===== src/hdl/cifd_map.vh =====
// constants for the instruction field decoder
`ifndef CIFD_MAP_VH
`define CIFD_MAP_VH
`define CIFD_EA_REG_DIRECT   4'hA
`define CIFD_EA_REG_IND      4'hD
`define CIFD_EA_DISP8        4'hE
`define CIFD_EA_DISP16       4'hF
`define CIFD_EA_PREDEC       4'hB
`define CIFD_EA_POSTINC      4'hC
`define CIFD_EA_ABS8         4'h0
`define CIFD_EA_ABS16        4'h1
`define CIFD_EA_ABS_REG      3'h5
`define CIFD_EA_IMM8         8'h04
`define CIFD_EA_IMM16        8'h0C
`define CIFD_MODE_NONE       4'h0
`define CIFD_MODE_RN         4'h1
`define CIFD_MODE_IND        4'h2
`define CIFD_MODE_D8         4'h3
`define CIFD_MODE_D16        4'h4
`define CIFD_MODE_PRE        4'h5
`define CIFD_MODE_POST       4'h6
`define CIFD_MODE_AA8        4'h7
`define CIFD_MODE_AA16       4'h8
`define CIFD_MODE_IMM8       4'h9
`define CIFD_MODE_IMM16      4'hA
`define CIFD_CR_SR           3'h0
`define CIFD_CR_CCR          3'h1
`define CIFD_CR_BR           3'h3
`define CIFD_CR_EP           3'h4
`define CIFD_CR_DP           3'h5
`define CIFD_CR_TP           3'h7
`define CIFD_CRSEL_NONE      3'h0
`define CIFD_CRSEL_SR        3'h1
`define CIFD_CRSEL_CCR       3'h2
`define CIFD_CRSEL_BR        3'h3
`define CIFD_CRSEL_EP        3'h4
`define CIFD_CRSEL_DP        3'h5
`define CIFD_CRSEL_TP        3'h6
`define CIFD_VEC_BASE_MIN    16'h0020
`define CIFD_VEC_BASE_MAX    16'h0040
`define CIFD_OP_TRAP_ALWAYS        8'h08
`define CIFD_OP_TRAPVS       8'h09
`define CIFD_OP_LDM          8'h02
`define CIFD_OP_STM          8'h12
`endif


===== src/hdl/cifd_vector_table.v =====
// trap vector number to vector table entry address lookup
`timescale 1ns/1ps
module cifd_vector_table (
	input  wire        core_clk,
	input  wire        rstn,
	input  wire [3:0]  vec_num,
	input  wire        max_mode,
	output reg  [15:0] vec_addr
);
`include "cifd_map.vh"
	// registered lookup; two byte entries in min mode, four in max mode
	always @(posedge core_clk or negedge rstn) begin
		if (!rstn) begin
			vec_addr <= 16'h0000;
		end else if (max_mode) begin
			vec_addr <= `CIFD_VEC_BASE_MAX + {10'h000, vec_num, 2'h0};
		end else begin
			vec_addr <= `CIFD_VEC_BASE_MIN + {11'h000, vec_num, 1'h0};
		end
	end
endmodule // cifd_vector_table


===== src/hdl/cifd_decoder.v =====
// instruction field decoder: operand locator, operation and sub-fields
`timescale 1ns/1ps
`include "cifd_map.vh"
// Summary of operation
// - general format: operand locator field first, then operation field, decoded together
// - length varies with mode and operation; absent bytes accepted
// - short format: operation byte leads, no separate locator byte
// - size bit zero means byte, one means word
// - three-bit register field picks register 0 to 7; bytes use low half
// - control register field: 000 word status; byte 001,011,100,101,111 others
// - register list bit n selects general register n
// - trap carries four-bit vector number 0 to 15
// - vector address 0x20+2n minimum mode, 0x40+4n maximum mode
// - overflow trap taken only when overflow flag is one
// - locator byte encodes addressing mode by fixed bit patterns
module cifd_decoder (
	input  wire        core_clk,
	input  wire        rstn,
	input  wire        insn_valid,
	input  wire [7:0]  byte0,
	input  wire [7:0]  byte1,
	input  wire [7:0]  byte2,
	input  wire [7:0]  byte3,
	input  wire        max_mode,
	input  wire        overflow_flag,
	output reg         dec_valid,
	output reg         short_format,
	output reg  [3:0]  addr_mode,
	output reg         operand_size_bit,
	output reg  [2:0]  gen_reg_num,
	output reg  [2:0]  op_reg_num,
	output reg  [7:0]  operation_field,
	output reg  [7:0]  operand_locator_field,
	output reg  [2:0]  ctrl_reg_sel,
	output reg         ctrl_reg_bad,
	output reg  [7:0]  reg_select,
	output reg         is_load,
	output reg  [2:0]  insn_length,
	output reg  [3:0]  trap_vector_num,
	output reg         trap_take,
	output wire [15:0] trap_vec_addr
);
	// combinational decode results
	reg        c_short;
	reg [3:0]  c_mode;
	reg [2:0]  c_ea_len;
	reg [7:0]  c_op;
	reg [2:0]  c_cr;
	reg        c_crbad;
	reg [2:0]  c_len;
	reg        c_trap;
	reg [3:0]  c_vec;
	reg [7:0]  c_list;
	wire       sz = byte0[3];
	reg        c_load; // high for a load, low for a store
	wire       list_op;
	wire [7:0] list_bits;

	// multiple load and store: the list byte follows the leading operation byte
	assign list_op = (byte0 == `CIFD_OP_LDM) || (byte0 == `CIFD_OP_STM);

	// one select line per general register, bit n picks register n
	genvar gi;
	generate
		for (gi = 0; gi < 8; gi = gi + 1) begin : g_list
			assign list_bits[gi] = list_op & byte1[gi];
		end
	endgenerate

	// short formats lead with 01000 or 01010..10011 patterns in the top five bits
	always @* begin
		c_short = (byte0[7:4] == 4'h5) || (byte0[7:4] == 4'h6) || (byte0[7:4] == 4'h7)
			|| (byte0[7:4] == 4'h8) || (byte0[7:3] == 5'h08) || (byte0[7:4] == 4'h9);
		c_short = c_short || (byte0[7:3] == 5'h08);
		c_mode = `CIFD_MODE_NONE;
		c_ea_len = 3'h1;
		// addressing mode from the locator byte
		case (byte0[7:4])
			`CIFD_EA_REG_DIRECT: c_mode = `CIFD_MODE_RN;
			`CIFD_EA_REG_IND: c_mode = `CIFD_MODE_IND;
			`CIFD_EA_DISP8: begin
				c_mode = `CIFD_MODE_D8;
				c_ea_len = 3'h2;
			end
			`CIFD_EA_DISP16: begin
				c_mode = `CIFD_MODE_D16;
				c_ea_len = 3'h3;
			end
			`CIFD_EA_PREDEC: c_mode = `CIFD_MODE_PRE;
			`CIFD_EA_POSTINC: c_mode = `CIFD_MODE_POST;
			`CIFD_EA_ABS8: begin
				if (byte0 == `CIFD_EA_IMM8) begin
					c_mode = `CIFD_MODE_IMM8;
					c_ea_len = 3'h2;
				end else if (byte0[2:0] == `CIFD_EA_ABS_REG) begin
					c_mode = `CIFD_MODE_AA8;
					c_ea_len = 3'h2;
				end
			end
			`CIFD_EA_ABS16: begin
				if (byte0[2:0] == `CIFD_EA_ABS_REG) begin
					c_mode = `CIFD_MODE_AA16;
					c_ea_len = 3'h3;
				end
			end
			default: begin
				if (byte0 == `CIFD_EA_IMM16) begin
					c_mode = `CIFD_MODE_IMM16;
					c_ea_len = 3'h3;
				end
			end
		endcase
		// the 16-bit immediate code shares the absolute-8 nibble, so patch it here
		if (byte0 == `CIFD_EA_IMM16) begin
			c_mode = `CIFD_MODE_IMM16;
			c_ea_len = 3'h3;
		end
		// a recognised locator pattern always overrides the short-format guess
		if (c_mode != `CIFD_MODE_NONE) begin
			c_short = 1'b0;
		end
		// operation byte follows the locator unless the short form leads
		if (c_short) begin
			c_op = byte0;
		end else if (c_ea_len == 3'h1) begin
			c_op = byte1;
		end else if (c_ea_len == 3'h2) begin
			c_op = byte2;
		end else begin
			c_op = byte3;
		end
		// total length: locator bytes plus operation byte, plus one or two bytes by size for op 06 outside register direct; short forms by pattern
		if (c_short) begin
			c_len = (byte0[7:3] == 5'h0B) ? 3'h3 : 3'h2;
		end else if (c_op == 8'h06 && c_mode != `CIFD_MODE_RN) begin
			c_len = c_ea_len + (sz ? 3'h3 : 3'h2);
		end else begin
			c_len = c_ea_len + 3'h1;
		end
		// control register field decode with size qualification
		c_cr = `CIFD_CRSEL_NONE;
		c_crbad = 1'b0;
		case (c_op[2:0])
			`CIFD_CR_SR: c_cr = sz ? `CIFD_CRSEL_SR : `CIFD_CRSEL_NONE;
			`CIFD_CR_CCR: c_cr = sz ? `CIFD_CRSEL_NONE : `CIFD_CRSEL_CCR;
			`CIFD_CR_BR: c_cr = sz ? `CIFD_CRSEL_NONE : `CIFD_CRSEL_BR;
			`CIFD_CR_EP: c_cr = sz ? `CIFD_CRSEL_NONE : `CIFD_CRSEL_EP;
			`CIFD_CR_DP: c_cr = sz ? `CIFD_CRSEL_NONE : `CIFD_CRSEL_DP;
			`CIFD_CR_TP: c_cr = sz ? `CIFD_CRSEL_NONE : `CIFD_CRSEL_TP;
			default: c_cr = `CIFD_CRSEL_NONE;
		endcase
		// the datapath must not trust ctrl_reg_sel while the bad flag stands
		c_crbad = (c_cr == `CIFD_CRSEL_NONE); // flagged only, no defined result
		// trap decoding: always trap or overflow-conditional trap
		c_vec = byte1[3:0];
		c_trap = 1'b0;
		if (byte0 == `CIFD_OP_TRAP_ALWAYS) begin
			c_trap = 1'b1;
		end else if (byte0 == `CIFD_OP_TRAPVS) begin
			c_trap = overflow_flag;
		end
		// register list byte for multiple load and store, zero otherwise
		c_list = list_bits;

		// list transfers carry the direction in the leading byte, others in the op byte
		if (list_op) begin
			c_load = ~byte0[4];
		end else begin
			c_load = ~c_op[4];
		end
	end

	// vector address lookup, registered alongside the other fields
	cifd_vector_table u_vec (
		.core_clk (core_clk),
		.rstn     (rstn),
		.vec_num  (c_vec),
		.max_mode (max_mode),
		.vec_addr (trap_vec_addr)
	);

	// register all decoded fields one cycle after the instruction is offered
	always @(posedge core_clk or negedge rstn) begin
		if (!rstn) begin
			dec_valid <= 1'b0;
			short_format <= 1'b0;
			addr_mode <= 4'h0;
			operand_size_bit <= 1'b0;
			gen_reg_num <= 3'h0;
			op_reg_num <= 3'h0;
			operation_field <= 8'h00;
			operand_locator_field <= 8'h00;
			ctrl_reg_sel <= 3'h0;
			ctrl_reg_bad <= 1'b0;
			reg_select <= 8'h00;
			// resets high so the slot out of reset reads as a harmless load; later empty slots decode the idle bytes
			is_load <= 1'b1;
			insn_length <= 3'h0;
			trap_vector_num <= 4'h0;
			trap_take <= 1'b0;
		end else begin
			dec_valid <= insn_valid;
			short_format <= c_short;
			addr_mode <= c_mode;
			operand_size_bit <= c_short ? byte0[3] : sz;
			gen_reg_num <= byte0[2:0];
			op_reg_num <= c_op[2:0];
			operation_field <= c_op;
			operand_locator_field <= c_short ? 8'h00 : byte0;
			ctrl_reg_sel <= c_cr;
			ctrl_reg_bad <= c_crbad;
			reg_select <= c_list;
			is_load <= c_load;
			insn_length <= c_len;
			trap_vector_num <= c_vec;
			// trap request only for an offered instruction, never for idle bytes
			trap_take <= insn_valid & c_trap;
		end
	end
endmodule // cifd_decoder


===== config.mk =====
export PLATFORM = sky130hd
export DESIGN_NAME = cifd_decoder
export DESIGN_NICKNAME = d
export VERILOG_FILES = /design/src/hdl/cifd_vector_table.v /design/src/hdl/cifd_decoder.v
export VERILOG_INCLUDE_DIRS = /design/src /design/src/hdl
export SDC_FILE = /design/constraint.sdc
export NUM_CORES = 1
export LEC_CHECK = 0
export BUFFER_PORTS_ARGS = -buffer_cell sky130_fd_sc_hd__buf_2
export CORE_UTILIZATION = 47
export DETAILED_ROUTE_END_ITERATION = 8
export GPL_TIMING_DRIVEN = 0
export PLACE_DENSITY = 0.79
export REMOVE_ABC_BUFFERS = 1
export SLEW_MARGIN = 15
export SYNTH_ARGS = -nofsm -noshare
export SYNTH_HDL_FRONTEND = slang
export SYNTH_SLANG_ARGS = --single-unit

===== constraint.sdc =====
create_clock -name core_clk -period 0.8 [get_ports core_clk]
set_input_delay 0.2 -clock core_clk [delete_from_list [all_inputs] [get_ports core_clk]]
set_output_delay 0.2 -clock core_clk [all_outputs]
set_load 0.01 [all_outputs]

==> out/qor.yml, run 1 <==
run_status:
  status: "complete, but fails checks"
  failed_checks: "negative hold slack, negative setup slack"
timing:
  tns_ns: -37.33
  tightest_slew_ns: 0.652
  rsz0062_at_grt: "yes"
  hold_viol: 52
  fmax_mhz: 365
  finalMaxSlewViolations: 0
  slew-limit-headroom_pct: 56.5
  fin_crit_ns: 2.74
  period_share_pct: 342
  finalWorstSetupSlack_ns: -1.94
  setup_violations: 92
  whs_ns: -0.0731
setup_path:
  max_stage_delay_ns: 0.44
  cp_num_buf_inv: 2
  crit_required_ns: 1.00
  critical_path_depth: 11
  path_delay_family: "simple AND/OR/NAND/NOR gates"
  crit_start: "byte0[1]"
  crit_chain: "buf_8 -> or3b_4 -> o31a_1 -> buf_4 -> and3_1 -> a221oi_4 -> nor4_2 -> nand4_1 -> ha_2 -> fa_2 -> nand2b_4"
  worst_path_max_delay_cell: "o31a_1"
  cp_max_fo: 4
  cp-endpoint: "insn_length[1]$_DFF_PN0_"
  endpoint_kind: "flop"
  startpoint_type: "input pin"
  arrival_ns: 2.94
  worstSetupPathType: "in2reg"
drt:
  ant_nets: 0
  drt_iter0_drc: 324
  drtPass1Iterations: 7
  routed_wl_um: 8710
  vias: 2475
  wl_per_cell_um: 20.3
  via_per_inst: 5.78
  drc: 0
pwr:
  clockPowerShare_pct: 24.8
  p_int_mw: 4.37
  switching_share_pct: 29.4
  p_leak_nw: 1.93
  comb_power_share_pct: 28.2
  power_frac_seq_pct: 47.1
  p_sw_mw: 1.82
  ir_worst_vdd_mv: 0.960
  power_density_nw_per_um2: 1580
worst_hold_path:
  hp-class: "in2async"
die:
  start_util_pct: 49.9
  num_rows: 25
  die_y_um: 73.5
  ios: 103
  core_area_um2: 4820
  die_w_um: 73.5
  dieArea_um2: 5410
synth:
  syn_area_um2: 2400
  yosysTopAreaCell: "dfrtp_1"
  avgSynthCellArea_um2: 11.0
  synth_xor_area_share_pct: 0.364
  synth_seq_area_share_pct: 55.2
  yosysWarnings: 0
  synth_edf_count: 0
  synthArstFlopShare_pct: 100
  yosys.area_share.simple_pct: 18.3
  ys.flop_type: "dfrtp_1"
  synth.area.mux_share_pct: 2.86
  synth_most_common_cell: "dfrtp_1"
  synth_top_family_by_area: "simple AND/OR/NAND/NOR gates"
  synth-compound-area-share_pct: 14.1
  synth-seq-cells: 53
  yosysTopAreaCellShare_pct: 54.1
  netlist_top_cells_area: "dfrtp_1, buf_4, and2_1"
  synth.distinct_cells: 55
  synthCells: 219
  synthAdderAreaFrac_pct: 1.35
  ys_top_cells_by_count: "dfrtp_1, and2_1, nand2_1"
job:
  maxCapViolCount: 0
placement:
  port_buffers: 92
  place_congestion: 0.836
  place_area_um2: 2840
  dp_hpwl_um: 3930
clock_tree:
  clk_path_buf_depth: 2
  cts_tree: "done"
  clk_pin_slew_ns: 0.09
  cts_max_level: 2
  numCtsBuffers: 5
  clock_sinks: 53
  root_buffer: "clkbuf_8"
finish:
  syn_to_final_growth_pct: 62.5
  fin_nets: 400
  n_antenna_cell: 0
  drive_above_1_share_pct: 58.4
  final_area_um2: 3910
grt:
  grt_overflow: 0
  grt_pass1_wl_um: 11900
  grt.total_usage_pct: 30.2
  grt_pass1_vias: 2316
  grt_start_max_net_pins: 54
  antenna_found_initial: 0
[final cells by class]
cell class	instances	area, um2
Clock buffer	6	82.6
Clock inverter	1	7.51
Fill cell	266	908
Inverter	9	48.8
Multi-Input combinational cell	142	1230
Sequential cell	53	1330
Tap cell	67	83.8
Timing Repair Buffer	150	1120
[worst min-delay path by stage]
stage | start | to | slack [ns] | depth (start not counted)
global route | rstn | operation_field[4]$_DFF_PN0_ | -0.03 | 1
floorplan | rstn | addr_mode[0]$_DFF_PN0_ | -0.1 | 0
global placement | insn_valid | dec_valid$_DFF_PN0_ | 0.33 | 1
detailed placement | insn_valid | dec_valid$_DFF_PN0_ | 0.33 | 1
finish | rstn | reg_select[6]$_DFF_PN0_ | -0.07 | 1
CTS | rstn | operand_locator_field[6]$_DFF_PN0_ | -0.06 | 1
[layer usage]
metal / global-route usage (%) / share of wire, % / routed length, um
met5: 0 / 0 / 0
met4: 13.0 / 4.4 / 381
met3: 6.31 / 11 / 997
met2: 49.7 / 47 / 4080
met1: 38.5 / 37 / 3240
[registers in the layout (all words and copies together), names as in the netlist, 3 cells and up]
register	cells
gen_reg_num	3
ctrl_reg_sel	3
insn_length	3
trap_vector_num	4
addr_mode	4
operand_locator_field	8
reg_select	8
operation_field	8
u_vec.vec_addr	6
[placed cells by master, fill, tap and decap left out, types with 4 or more instances in the layout]
cell type   n
buf_4      38
buf_6      27
buf_12      6
inv_1       5
buf_2      77
nand3_1     4
dfrtp_1    52
o21ai_0     6
nand2_1    12
and2_1     12
conb_1     10
and2_4      4
nor2_1      9
a21oi_4     5
nand2b_1    6
clkbuf_8    6
a21oi_1     5
[logic make-up after synthesis]
| logic type | Yosys count |
|---|---|
| AOI/OAI and AO/OA | 44 |
| buffers and inverters | 33 |
| and+or+nand+nor | 79 |
| other | 1 |
| DFF | 53 |
| xor gates and xnor gates | 1 |
| adders and majority gates | 2 |
| muxes | 6 |
[power groups by stage]
stage               clock network (mW)  logic, mW  registers, mW
floorplan                            0      0.388           3.06
finish                            1.53       1.74           2.92
detailed placement                   0      0.987           2.95
global placement                     0      0.972           2.95
CTS                               1.53       1.53           2.90
global route                      1.68       1.84           2.93
[repair_timing]
| action | 4_1_cts | 5_1_grt |
|---|---|---|
| gates cloned | 0 | 0 |
| gates resized for setup | 94 | 45 |
| setup endpoints to repair | 145 | 92 |
| pin swaps | 23 | 16 |
| setup buffers | 56 | 17 |
| hold endpoints to repair | 52 | 52 |
[through the flow]
| step | setup slack [ns] | utilization (%) | total power, mW | cells |
|---|---|---|---|---|
| floorplan | -2.24 | - | 3.45 | 204 |
| global placement | -2.84 | 58.9 | 3.92 | 363 |
| detailed placement | -2.92 | 58.9 | 3.93 | 363 |
| CTS | -1.72 | 76.8 | 5.96 | 425 |
| global route | -1.98 | 81.1 | 6.44 | 428 |
| finish | -1.94 | 81.1 | 6.19 | 428 |
Note: power is estimated with default switching activity, not from simulation.
==> inputs of run 2 (changes only) <==
--- a/config.mk
+++ b/config.mk
@@ -7,7 +7,7 @@
 export NUM_CORES = 1
 export LEC_CHECK = 0
 export BUFFER_PORTS_ARGS = -buffer_cell sky130_fd_sc_hd__buf_2
-export CORE_UTILIZATION = 47
+export CORE_UTILIZATION = 48
 export DETAILED_ROUTE_END_ITERATION = 8
 export GPL_TIMING_DRIVEN = 0
 export PLACE_DENSITY = 0.79
@@ -15,4 +15,5 @@
 export SLEW_MARGIN = 15
 export SYNTH_ARGS = -nofsm -noshare
 export SYNTH_HDL_FRONTEND = slang
+export SYNTH_HIERARCHICAL = 1
 export SYNTH_SLANG_ARGS = --single-unit
==> run 2 against run 1 <==
Net effect:
- the flow still finishes with violations (negative hold slack, negative setup slack)
- critical path type unchanged
- first-iteration DRC count down 41%
- highest routed layer unchanged
- critical path depth down 1
- cell area up 2.6%
- non-clock buffer count down 18
- worst hold slack worse by 0.014 ns
- combinational power down 2%
- die area up 4.5%
==> out/qor.yml, run 2 <==
placement:
  dp_cells: 382  # was 363
  port_buffers: 92  # unchanged
  place_congestion: 0.900  # was 0.836
  dp_slack_ns: -2.71  # was -2.92 ns
  dp_hpwl_um: 4280  # was 3930 um
synth:
  synth_edf_count: 0  # unchanged
  synthArstFlopShare_pct: 100  # unchanged
  synth-seq-cells: 53  # unchanged
  ys_top_cells_by_count: "dfrtp_1, and2_1, buf_4"  # was dfrtp_1, and2_1, nand2_1
  ys.flop_type: "dfrtp_1"  # unchanged
  synth_seq_area_share_pct: 51.7  # was 55.2%
  synth_most_common_cell: "dfrtp_1"  # unchanged
  syn_area_um2: 2570  # was 2400 um2
  avgSynthCellArea_um2: 10.9  # was 11.0 um2
  yosysWarnings: 6  # was 0
  netlist_top_cells_area: "dfrtp_1, buf_4, and2_1"  # unchanged
  yosysTopAreaCell: "dfrtp_1"  # unchanged
  synthCells: 235  # was 219
  yosysTopAreaCellShare_pct: 50.6  # was 54.1%
  synth.distinct_cells: 65  # was 55
grt:
  antenna_found_initial: 0  # unchanged
  grt_pass1_wl_um: 10600  # was 11,900 um
  grt_start_max_net_pins: 54  # unchanged
  grt.total_usage_pct: 25.7  # was 30.2%
  grt_overflow: 0  # unchanged
  grt_pass1_vias: 2162  # was 2,316
clock_tree:
  clock_sinks: 53  # unchanged
  cts_max_level: 2  # unchanged
  numCtsBuffers: 5  # unchanged
  cts_tree: "done"  # unchanged
  clk_path_buf_depth: 2  # unchanged
  root_buffer: "clkbuf_8"  # unchanged
  clk_pin_slew_ns: 0.09  # about the same
pwr:
  power_mw: 6.42  # was 6.19 mW
  p_leak_nw: 1.90  # was 1.93 nW
  power_density_nw_per_um2: 1600  # was 1580 nW/um2
  ir_worst_vdd_mv: 1.28  # was 0.960 mV
setup_path:
  crit_required_ns: 1.06  # was 1.00 ns
  cp_max_fo: 6  # was 4
  cp_num_buf_inv: 2  # unchanged
  endpoint_kind: "flop"  # unchanged
  worstSetupPathType: "in2reg"  # unchanged
  max_stage_delay_ns: 0.53  # was 0.44 ns
  worst_path_max_delay_cell: "or4_4"  # was o31a_1
  path_delay_family: "simple AND/OR/NAND/NOR gates"  # unchanged
  startpoint_type: "input pin"  # unchanged
  arrival_ns: 2.89  # was 2.94 ns
  crit_chain: "buf_12 -> nor3b_4 -> buf_4 -> a31oi_4 -> a311o_1 -> or3_1 -> or4_4 -> ha_4 -> fa_2 -> nand2b_1"  # was buf_8 -> or3b_4 -> o31a_1 -> buf_4 -> and3_1 -> a221oi_4 -> nor4_2 -> nand4_1 -> ha_2 -> fa_2 -> nand2b_4
finish:
  layout_common_cells: "buf_2, dfrtp_1, buf_4"  # unchanged
  finalNonFillerCells: 431  # was 428
  fin_nets: 399  # was 400
  drive_above_1_share_pct: 56.5  # was 58.4%
  nFillCells: 315  # was 266
  final_core_util_pct: 78.0  # was 81.1%
  n_antenna_cell: 0  # unchanged
  syn_to_final_growth_pct: 56.0  # was 62.5%
  final_common_cell: "buf_2"  # unchanged
  reg.largest.list: "operand_locator_field: 8 flops, operation_field: 8 flops, reg_select: 8 flops"  # unchanged
die:
  ios: 103  # unchanged
  die_y_um: 75.2  # was 73.5 um
  dieArea_um2: 5650  # was 5410 um2
  start_util_pct: 50.0  # was 49.9%
  num_rows: 26  # was 25
  die_w_um: 75.2  # was 73.5 um
  core_area_um2: 5140  # was 4820 um2
timing:
  rsz0062_at_grt: "yes"  # unchanged
  setup_violations: 90  # was 92
  finalMaxSlewViolations: 0  # unchanged
  fmax_mhz: 379  # was 365 MHz
  finalWorstSetupSlack_ns: -1.84  # was -1.94 ns
  slew-limit-headroom_pct: 56.6  # was 56.5%
  fin_crit_ns: 2.64  # was 2.74 ns
  period_share_pct: 330  # was 342%
  tightest_slew_ns: 0.651  # was 0.652 ns
  whs_ns: -0.0874  # was -0.0731 ns
  hold_viol: 52  # unchanged
run_status:
  failed_checks: "negative hold slack, negative setup slack"  # unchanged
  status: "complete, but fails checks"  # unchanged
drt:
  drtPass1Iterations: 4  # was 7
  routed_wl_um: 8520  # was 8710 um
  via_per_inst: 5.71  # was 5.78
  ant_nets: 0  # unchanged
  drt_iter0_drc: 191  # was 324
  wl_per_cell_um: 19.8  # was 20.3 um
  vias: 2463  # was 2,475
  drc: 0  # unchanged
worst_hold_path:
  hp-class: "in2async"  # unchanged
job:
  maxCapViolCount: 0  # unchanged
-- run 2: changes by cell type in the layout (fill, tap and decap cells not counted), sizes merged, moves of 5 or more --
cell	previous run	this run
buf	150	130
a31oi	1	6
nand2	15	9
a21oi	13	7
-- run 2: logic make-up after synthesis --
logic type | Yosys count | share of synthesized area, %
and+or+nand+nor | 78 | 18.5
buffers and inverters | 35 | 7.79
DFF | 53 | 51.7
adders and majority gates | 2 | 1.27
xor gates and xnor gates | 1 | 0.341
muxes | 7 | 2.92
other | 1 | 0.146
AOI/OAI and AO/OA | 58 | 17.4
-- run 2: timing repair --
item / 4_1_cts / 5_1_grt
gates resized for setup: 72 / 51
cloned: 3 / 0
pin swaps: 31 / 19
endpoints found under the hold margin: 52 / 52
setup endpoints to repair: 143 / 90
buffers inserted: 27 / 14
-- run 2: area by class of cell --
type | instances | area [um2] | area share (%)
clock buffer | 6 | 72.6 | 1.81
clock inverter | 2 | 38.8 | 0.968
inverter | 11 | 46.3 | 1.15
multi-input combinational | 157 | 1400 | 34.8
sequential | 53 | 1330 | 33.1
tap | 70 | 87.6 | 2.18
timing repair buffer | 132 | 1040 | 25.9
-- run 2: metal layers --
layer,vias to the layer above,share of wire [%],global-route usage [%]
met2,157,52,44.2
met3,28,8.5,6.02
li1,1059,-,-
met5,-,0,0
met1,1219,36,31.6
met4,0,3.5,9.88
-- run 2: where the power goes --
part	switching [mW]	total, mW	internal (mW)	leakage, nW
Sequential	0.0596	2.91	2.85	0.657
Clock	0.870	1.81	0.939	0.0554
Combinational	0.894	1.70	0.802	1.19
-- run 2: path summary, 6_finish.rpt --
check | start | depth (start not counted) | slack (ns) | end
max | byte0[7] | 10 | -1.84 | insn_length[1]$_DFF_PN0_
max in group asynchronous | rstn | 1 | 0.45 | addr_mode[0]$_DFF_PN0_
min | rstn | 1 | -0.09 | trap_vector_num[2]$_DFF_PN0_
min in group core_clk | insn_valid | 1 | 0.01 | dec_valid$_DFF_PN0_
-- run 2: per-stage QoR --
| stage | hold WS (ns) | setup TNS (ns) | instance area [um2] |
|---|---|---|---|
| floorplan | -0.0956 | -21.43 | 2440 |
| global placement | 0.323 | -61.30 | 2990 |
| detailed placement | 0.327 | -63.52 | 2990 |
| CTS | -0.0626 | -28.01 | 3670 |
| global route | -0.0430 | -34.10 | 4010 |
| finish | -0.0874 | -31.51 | 4010 |
